## src/inc/cmp_vref_map.vh

```
`ifndef CMP_VREF_MAP_VH
`define CMP_VREF_MAP_VH

// register indices on the plain port
`define ADDR_CMP_CTRL         2'h0
`define ADDR_LADDER_CTRL      2'h1

// comparator_control fields
`define CMP2_RESULT_BIT       7
`define CMP1_RESULT_BIT       6
`define CMP2_INVERT_BIT       5
`define CMP1_INVERT_BIT       4
`define NEG_SWAP_BIT          3
`define MODE_MSB              2
`define MODE_LSB              0
`define MODE_RST              3'h7
`define MODE_SWAPPABLE        3'h6

// reference_ladder_control fields
`define LADDER_POWER_BIT      7
`define LADDER_PIN_BIT        6
`define LADDER_RANGE_BIT      5
`define LADDER_SUPPLY_BIT     4
`define LEVEL_MSB             3
`define LEVEL_LSB             0
`define LADDER_RST            8'h00

// ladder ratios: high range level/24, low range 8/32 + level/32
`define RANGE_HI_DEN          6'h18
`define RANGE_LO_DEN          6'h20
`define RANGE_LO_BASE         6'h08
// reset tap: low range, level 0
`define TAP_NUM_RST           6'h08
`define TAP_DEN_RST           6'h20

`endif

```

## src/hw/comparator_vref_control.v

```verilog
// Design decisions made here: the plain strobed port and the register offsets.
`timescale 1ns/10ps
`include "cmp_vref_map.vh"
// Overview of operation
// RULE_01 - results drive pins and register bits
// RULE_02 - bit 7 cmp2 result, invert flips
// RULE_03 - bit 6 cmp1 result, invert flips
// RULE_04 - bits 5,4 invert outputs, reset 0
// RULE_05 - mode 110: swap picks AN3/AN2 inputs
// RULE_06 - mode field bits 2:0, resets 111
// RULE_07 - power bit enables ladder, reset 0
// RULE_08 - pin drive overrides AN2 direction bit
// RULE_09 - bit 5 selects ladder range
// RULE_10 - range set: level/24 of span
// RULE_11 - range clear: span/4 plus level/32
// RULE_12 - bit 4 picks external or rail supply
// RULE_13 - level code bits 3:0, reset 0
// RULE_14 - comparator results synchronised before reading
// RULE_15 - swap bit inert outside mode 110
module comparator_vref_control (
  input  wire       core_clk,
  input  wire       nrst,
  input  wire [1:0] addr,
  input  wire [7:0] wdata,
  input  wire       wr_stb,
  input  wire       rd_stb,
  output reg  [7:0] rdata,
  input  wire       cmp1_raw,
  input  wire       cmp2_raw,
  input  wire       porta_pin2_direction,
  output reg        cmp1_pin,
  output reg        cmp2_pin,
  output reg  [2:0] cmp_mode_sel,
  output reg        cmp1_neg_an3,
  output reg        cmp2_neg_an2,
  output reg        ladder_power_on,
  output reg        ladder_supply_sel,
  output reg        ladder_range_sel,
  output reg  [3:0] ladder_level_code,
  output reg        an2_ladder_connect,
  output reg        an2_pin_input,
  output reg  [5:0] ladder_tap_num,
  output reg  [5:0] ladder_tap_den
);
  reg        cmp2_invert_q;
  reg        cmp1_invert_q;
  reg        neg_input_swap_q;
  reg  [2:0] mode_q;
  reg  [7:0] ladder_q;
  wire       cmp1_sync;
  wire       cmp2_sync;
  wire       cmp1_result;
  wire       cmp2_result;
  wire [5:0] tap_num_w;
  wire [5:0] tap_den_w;
  wire       swap_active;

  // RULE_14 two-flop sync
  sync2 u_sync1 (
    .core_clk (core_clk),
    .nrst     (nrst),
    .din      (cmp1_raw),
    .dout     (cmp1_sync)
  );
  sync2 u_sync2 (
    .core_clk (core_clk),
    .nrst     (nrst),
    .din      (cmp2_raw),
    .dout     (cmp2_sync)
  );

  // RULE_10 RULE_11 tap ratio
  ladder_tap u_tap (
    .core_clk  (core_clk),
    .nrst      (nrst),
    .range_sel (ladder_q[`LADDER_RANGE_BIT]),
    .level     (ladder_q[`LEVEL_MSB:`LEVEL_LSB]),
    .tap_num   (tap_num_w),
    .tap_den   (tap_den_w)
  );

  // RULE_02 RULE_03 invert applied
  assign cmp2_result = cmp2_sync ^ cmp2_invert_q;
  assign cmp1_result = cmp1_sync ^ cmp1_invert_q;
  // RULE_05 RULE_15 swap gated by mode
  assign swap_active = (mode_q == `MODE_SWAPPABLE) & neg_input_swap_q;

  // register writes
  always @(posedge core_clk or negedge nrst) begin
    if (!nrst) begin
      cmp2_invert_q    <= 1'b0;
      cmp1_invert_q    <= 1'b0;
      neg_input_swap_q <= 1'b0;
      mode_q           <= `MODE_RST;
      ladder_q         <= `LADDER_RST;
    end else if (wr_stb) begin
      if (addr == `ADDR_CMP_CTRL) begin
        // RULE_04 invert bits
        cmp2_invert_q    <= wdata[`CMP2_INVERT_BIT];
        cmp1_invert_q    <= wdata[`CMP1_INVERT_BIT];
        neg_input_swap_q <= wdata[`NEG_SWAP_BIT];
        // RULE_06 mode field
        mode_q           <= wdata[`MODE_MSB:`MODE_LSB];
      end else if (addr == `ADDR_LADDER_CTRL) begin
        // RULE_13 level and controls
        ladder_q <= wdata;
      end
    end
  end

  // read data one cycle later; unmapped reads zero
  always @(posedge core_clk or negedge nrst) begin
    if (!nrst) begin
      rdata <= 8'h00;
    end else if (rd_stb && addr == `ADDR_CMP_CTRL) begin
      // RULE_01 results readable
      rdata <= {cmp2_result, cmp1_result, cmp2_invert_q, cmp1_invert_q,
                neg_input_swap_q, mode_q};
    end else if (rd_stb && addr == `ADDR_LADDER_CTRL) begin
      rdata <= ladder_q;
    end else begin
      rdata <= 8'h00;
    end
  end

  // registered outputs; one cycle behind the registers, tap num/den two cycles behind ladder_q
  always @(posedge core_clk or negedge nrst) begin
    if (!nrst) begin
      cmp1_pin           <= 1'b0;
      cmp2_pin           <= 1'b0;
      cmp_mode_sel       <= `MODE_RST;
      cmp1_neg_an3       <= 1'b0;
      cmp2_neg_an2       <= 1'b0;
      ladder_power_on    <= 1'b0;
      ladder_supply_sel  <= 1'b0;
      ladder_range_sel   <= 1'b0;
      ladder_level_code  <= 4'h0;
      an2_ladder_connect <= 1'b0;
      an2_pin_input      <= 1'b1;
      ladder_tap_num     <= `TAP_NUM_RST;
      ladder_tap_den     <= `TAP_DEN_RST;
    end else begin
      // RULE_01 pin outputs
      cmp1_pin           <= cmp1_result;
      cmp2_pin           <= cmp2_result;
      cmp_mode_sel       <= mode_q;
      // RULE_05 negative input routing
      cmp1_neg_an3       <= swap_active;
      cmp2_neg_an2       <= swap_active;
      // RULE_07 ladder power
      ladder_power_on    <= ladder_q[`LADDER_POWER_BIT];
      // RULE_12 supply select
      ladder_supply_sel  <= ladder_q[`LADDER_SUPPLY_BIT];
      // RULE_09 range select
      ladder_range_sel   <= ladder_q[`LADDER_RANGE_BIT];
      ladder_level_code  <= ladder_q[`LEVEL_MSB:`LEVEL_LSB];
      // RULE_08 drive overrides direction
      an2_ladder_connect <= ladder_q[`LADDER_PIN_BIT];
      an2_pin_input      <= porta_pin2_direction & ~ladder_q[`LADDER_PIN_BIT];
      ladder_tap_num     <= tap_num_w;
      ladder_tap_den     <= tap_den_w;
    end
  end
endmodule

```

## src/hw/ladder_tap.v

```verilog
`timescale 1ns/10ps
`include "cmp_vref_map.vh"
module ladder_tap (
  input  wire       core_clk,
  input  wire       nrst,
  input  wire       range_sel,
  input  wire [3:0] level,
  output reg  [5:0] tap_num,
  output reg  [5:0] tap_den
);
  // tap = numerator/denominator of the supply span
  always @(posedge core_clk or negedge nrst) begin
    if (!nrst) begin
      tap_num <= `TAP_NUM_RST;
      tap_den <= `TAP_DEN_RST;
    end else if (range_sel) begin
      // RULE_10 level over 24
      tap_num <= {2'b00, level};
      tap_den <= `RANGE_HI_DEN;
    end else begin
      // RULE_11 quarter plus level/32
      tap_num <= {2'b00, level} + `RANGE_LO_BASE;
      tap_den <= `RANGE_LO_DEN;
    end
  end
endmodule

```

## src/hw/sync2.v

```verilog
`timescale 1ns/10ps
module sync2 (
  input  wire core_clk,
  input  wire nrst,
  input  wire din,
  output reg  dout
);
  reg meta_q;

  always @(posedge core_clk or negedge nrst) begin
    if (!nrst) begin
      meta_q <= 1'b0;
      dout   <= 1'b0;
    end else begin
      meta_q <= din;
      dout   <= meta_q;
    end
  end
endmodule

```

## config.mk

```make
export PLATFORM = sky130hd
export DESIGN_NAME = comparator_vref_control
export DESIGN_NICKNAME = d
export VERILOG_FILES = /design/src/hw/comparator_vref_control.v /design/src/hw/ladder_tap.v /design/src/hw/sync2.v
export VERILOG_INCLUDE_DIRS = /design/src /design/src/inc
export SDC_FILE = /design/constraint.sdc
export NUM_CORES = 1
export LEC_CHECK = 0
export CORE_UTILIZATION = 55
export DETAILED_ROUTE_END_ITERATION = 10
export DONT_BUFFER_PORTS = 1
export PLACE_DENSITY = 0.7
export SLEW_MARGIN = 20
export SYNTH_ARGS = -nofsm -noshare
export SYNTH_HDL_FRONTEND = slang
export SYNTH_SLANG_ARGS = --single-unit
```

## constraint.sdc

```tcl
create_clock -name core_clk -period 1 [get_ports core_clk]
set_input_delay 0.2 -clock core_clk [delete_from_list [all_inputs] [get_ports core_clk]]
set_output_delay 0.2 -clock core_clk [all_outputs]
set_load 0.03 [all_outputs]
```

==> impl_metrics.tcl, run 1 <==
set metrics [dict create \
    cts_sinks 51 \
    power.leakage_uw 0.000867 \
    placementRows 20 \
    outcome "complete, but fails checks" \
    ir_drop_uv 1010 \
    die_area_um2 3380 \
    power.density_nw_per_um2 2230 \
    cp_max_fo 1 \
    final_common_cell "dfrtp_2" \
    cp.arrival_ns 0.99 \
    avgSynthCellArea_um2 17.0 \
    die_w_um 58.2 \
    setup_viol 32 \
    via_per_inst 5.02 \
    yosysWarningCount 0 \
    fin_util 0.656 \
    grt_max_degree 52 \
    synthesis.instances 102 \
    setup_ws_ns -0.190 \
    cts_root_buf "clkbuf_4" \
    grt_pass1_vias 856 \
    ant_nets 0 \
    grt_pass1_wl_mm 4.09 \
    first_iter_violations 15 \
    critPathRequiredTime_ns 0.80 \
    route.final.wire_length_mm 2.50 \
    grt_overflow 0 \
    rsz0062_at_grt "true" \
    multi_input_area_um2 380 \
    fin_crit_ns 1.19 \
    drt-wirelength-per-cell_um 15.3 \
    synth_area_leaders "dfrtp_1 58%, dfstp_2 17%, mux2_2 9.1%" \
    first_pass_iters 4 \
    clkLatencyLatePin_ns 0.35 \
    min_path_type "in2async" \
    layout-drive-gt1-share 0.513 \
    nets 136 \
    netlist-cell-type-count 16 \
    register_area_um2 1320 \
    clkTransAtPathRegs_ns 0.13 \
    ctsHtreeMaxLevel 2 \
    hold_violations 51 \
    fin_crit_sh 1.19 \
    yosys_register_bits 51 \
    dp_hpwl_mm 1.65 \
    final_cell_mix "22 x dfrtp_2, 18 x dfrtp_1, 14 x mux2_2, 12 x dlygate4sd3_1, 11 x dfstp_2" \
    cts.path.max_buffers 2 \
    start_util 0.573 \
    cp-start-kind "flop" \
    area_delta_synth_final_pct 14.6 \
    netlist_area_um2 1730 \
    num-fill-cells 215 \
    grt_use_total 0.175 \
    cp-end-kind "primary output" \
    synth_top_area_frac 0.577 \
    die_h_um 58.2 \
    core_area_um2 3030 \
    cts_buffers 5 \
    yosys.area.top_type "dfrtp_1" \
    place.gp.congestion 0.708 \
    final-max-slew-violation-count 0 \
    portBuffers 0 \
    violations "hold timing, setup timing" \
    synth-seq-area-share 0.744 \
    io_pins 53 \
    antenna_cells 0 \
    holdBufCountCts 12 \
    max_freq_mhz 840 \
    worstSetupPathType "reg2out" \
    drcViolationCount 0 \
    cts_tree "yes" \
    vias 818 \
    clock_skew_ns 0.00713 \
    cts_setup_buffers 0 \
    timing.max_cap.violations 0 \
    antenna_found_initial 0 \
    hold_ws_ns -0.482 \
]
-- area by class of cell --
| type | count | area share |
|---|---|---|
| clock buffers | 8 | 0.0346 |
| well taps | 44 | 0.0277 |
| inverters | 2 | 0.00378 |
| flip-flops and latches | 51 | 0.663 |
| repair buffers | 16 | 0.0793 |
| multi-input cells | 42 | 0.191 |
-- kinds of logic after synthesis --
kind of cell             synth area share
AND/OR/NAND/NOR                    0.0505
adder cells (fa/ha/maj)           0.00721
XOR/XNOR                           0.0101
AO/OA/AOI/OAI                      0.0130
flip-flops                          0.744
multiplexers                        0.126
buffers and inverters              0.0476
other                             0.00216
-- flip-flops by register name (all words and copies together), names as in the netlist, 2 cells and up --
name and flops:
rdata 8, ladder_tap_den 2, cmp_mode_sel 3, ladder_level_code 4, ladder_tap_num 5, mode_q 3
ladder_q 8, u_tap.tap_num 2, u_tap.tap_den 2
-- synth_stat cells --
| library cell | count |
|---|---|
| and4b_1 | 1 |
| buf_4 | 10 |
| conb_1 | 1 |
| dfrtp_1 | 40 |
| dfstp_2 | 11 |
| ha_1 | 1 |
| inv_1 | 2 |
| mux2_2 | 14 |
| mux2i_1 | 6 |
| nand2b_1 | 3 |
| nand3b_2 | 1 |
| nor2_1 | 6 |
| nor2b_1 | 1 |
| nor3b_4 | 1 |
| o2111a_1 | 2 |
| xor2_1 | 2 |
-- metrics by stage --
stage               instance area [µm²]  setup TNS (ns)  power, µW  instances  setup WS, ns
global placement                   1760         -0.0192       3410        143      -0.00409
detailed placement                 1760         -0.0818       3430        143       -0.0197
CTS                                1980           -2.96       4490        163        -0.208
global route                       1990           -3.66       4650        163        -0.228
floorplan                          1750               0       3380        105        0.0300
finish                             1990           -2.40       4440        163        -0.190
-- per-layer routing --
metal,vias up,share of wire,global-route usage
li1,353,-,-
met1,415,0.38,0.201
met2,45,0.53,0.287
met3,5,0.073,0.0714
met4,0,0.018,0.0816
met5,-,0,0
-- power by group --
part           switching [µW]  internal (µW)
Clock                     559            415
Sequential                575           2510
Combinational             173            207
Total                    1310           3130
-- repair_timing --
action / in CTS / in global routing
pin swaps: 0 / 1
hold endpoints to repair: 70 / 51
resized for setup: 24 / 1
setup endpoints to repair: 32 / 33
-- final timing paths --
path | slack, ns | endpoint | cells after the start | from
setup / recovery | -0.19 | an2_pin_input | 0 | an2_pin_input
hold / removal | -0.48 | cmp2_pin | 0 | nrst
setup reg to reg | 0.04 | rdata[6] | 2 | cmp1_invert_q
hold reg to reg | 0.36 | u_sync2.dout | 0 | u_sync2.meta_q
max in group asynchronous | 1.30 | mode_q[1] | 0 | nrst
min in group core_clk | 0.02 | rdata[7] | 2 | addr[1]
(Power assumes the default switching activity.)
==> inputs of run 2 (changes only) <==
ABC_AREA = 1   (was default)
==> impl_metrics.tcl, run 2 <==
set metrics [dict create \
    outcome "complete, but fails checks" \
    violations "hold timing, setup timing" \
    fin_crit_sh 1.20 \
    cp-end-kind "primary output" \
    cts_root_buf "clkbuf_4" \
    holdBufCountCts 13 \
    synth_area_leaders "dfrtp_1 55%, dfstp_2 16%, nand2_1 11%" \
    synth_top_area_frac 0.552 \
    grt_max_degree 52 \
    r2r_end "cmp2_neg_an2" \
    worstSetupPathType "reg2out" \
    synth.most_common_cell "nand2_1" \
    netlist-cell-type-count 16 \
    start_util 0.585 \
    synth_top_flop_cell "dfrtp_1" \
    synth_xor_area_frac 0 \
    drcViolationCount 0 \
    power.density_nw_per_um2 2050 \
    yosys.area.top_type "dfrtp_1" \
    synth-seq-area-share 0.711 \
    synth_edf_count 0 \
    drt-wirelength-per-cell_um 13.7 \
    avgSynthCellArea_um2 11.7 \
    netlist_area_um2 1810 \
    cts_setup_buffers 0 \
    async_flop_share 1.00 \
    die_h_um 59.4 \
    final-max-slew-violation-count 0 \
    setup_ws_ns -0.203 \
    yosys_register_bits 51 \
    clkTransAtPathRegs_ns 0.13 \
    cts.path.max_buffers 2 \
    ir_drop_uv 983 \
    synthesis.instances 155 \
    hold_violations 51 \
    cts_sinks 51 \
    num-fill-cells 268 \
    rrSetupSlack_ns 0.13 \
    timing.max_cap.violations 0 \
    clkLatencyLatePin_ns 0.36 \
    first_iter_violations 13 \
    critPathRequiredTime_ns 0.80 \
    die_w_um 59.4 \
    synth_compound_area_frac 0.0386 \
    yosysWarningCount 0 \
    ant_nets 0 \
    timing.rr.start "mode_q[1]" \
    cp-start-kind "flop" \
    hold_ws_ns -0.483 \
    grt_pass1_wl_mm 4.93 \
    nets 187 \
    final_common_cell "nand2_1" \
    place.gp.congestion 0.750 \
    register_area_um2 1320 \
    cp_max_fo 1 \
    clock_skew_ns 0.00865 \
    multi_input_area_um2 388 \
    route.final.wire_length_mm 2.94 \
    grt_pass1_vias 1093 \
    setup_viol 32 \
    cts_tree "yes" \
    power.leakage_uw 0.00100 \
    final_cell_mix "54 x nand2_1, 22 x dfrtp_2, 18 x dfrtp_1, 17 x inv_1, 13 x dlygate4sd3_1" \
    synth_fa_ha_area_frac 0.00690 \
    min_path_type "in2async" \
    fin_crit_ns 1.20 \
    die_area_um2 3530 \
    ctsHtreeMaxLevel 2 \
    dp_hpwl_mm 1.84 \
    setup_tns_ns -2.77 \
    first_pass_iters 4 \
    max_freq_mhz 831 \
    reg2reg_depth 2 \
    grt_use_total 0.201 \
    core_area_um2 3100 \
    grt_overflow 0 \
    synth-simple-area-share 0.160 \
    via_per_inst 4.87 \
    synth_top_family_by_area "simple AND/OR/NAND/NOR gates" \
    cts_buffers 5 \
    io_pins 53 \
    placementRows 20 \
    synthMuxAreaShare 0 \
    cp.arrival_ns 1.00 \
    antenna_found_initial 0 \
    portBuffers 0 \
    antenna_cells 0 \
    rsz0062_at_grt "true" \
    top_regs "ladder_q x8, rdata x8, ladder_tap_num x5" \
    yosys-top-cells-count "54 x nand2_1, 40 x dfrtp_1, 17 x inv_1" \
    area_delta_synth_final_pct 13.2 \
    layout-drive-gt1-share 0.318 \
    vias 1042 \
]
==> run 2: cell count changes after synthesis, moves of 2 or more <==
cell / delta
o21ai_2: +8
xor2_1: -2
inv_1: +15
nand3_1: +6
mux2_2: -14
mux2i_1: -6
o2111a_1: -2
nand2b_1: -3
nor2_4: +2
nand2_1: +54
nor2_1: -5
==> run 2: area by class of cell <==
cell class | instances | share of cell area
Clock buffer | 7 | 0.0268
Clock inverter | 1 | 0.00244
Inverter | 17 | 0.0311
Multi-Input combinational cell | 79 | 0.189
Sequential cell | 51 | 0.641
Tap cell | 44 | 0.0268
Timing Repair Buffer | 15 | 0.0828
==> run 2: kinds of logic after synthesis <==
kind of cell               after synthesis
and+or+nand+nor                         66
other                                    1
AOI/OAI and AO/OA                        8
buffers and inverters                   28
adders and majority gates                1
DFF                                     51
==> run 2: worst max-delay path by stage <==
| stage | startpoint | endpoint | slack [ns] | cells after the start |
|---|---|---|---|---|
| CTS | cmp_mode_sel[1] | cmp_mode_sel[1] | -0.21 | 0 |
| finish | cmp_mode_sel[1] | cmp_mode_sel[1] | -0.20 | 0 |
| global route | ladder_tap_num[3] | ladder_tap_num[3] | -0.24 | 0 |
| global placement | addr[1] | rdata[1] | 0.08 | 5 |
| detailed placement | addr[1] | rdata[5] | 0.06 | 5 |
| floorplan | cmp2_neg_an2 | cmp2_neg_an2 | 0.1 | 1 |
==> run 2: per-layer routing <==
metal,routed length [µm],track usage
met4,42,0.0748
met5,0,0
met2,1550,0.335
met1,1150,0.235
met3,197,0.0742
==> run 2: what timing repair did <==
item	CTS	global route
resized for setup	22	0
setup endpoints to repair	32	32
hold endpoints to repair	68	51
==> run 2: through the flow <==
step / std cells / total power (µW) / instance area [µm²] / setup WS, ns / utilization
finish: 214 / 4200 / 2050 / -0.203 / 0.662
global route: 214 / 4410 / 2050 / -0.243 / 0.662
CTS: 214 / 4230 / 2050 / -0.214 / 0.662
detailed placement: 193 / 3250 / 1840 / 0.0575 / 0.592
global placement: 193 / 3220 / 1840 / 0.0812 / 0.592
floorplan: 158 / 3180 / 1830 / 0.0967 / -
==> run 2: power breakdown <==
group | internal (µW) | switching, µW
Sequential | 2430 | 487
Clock | 342 | 584
Combinational | 152 | 204
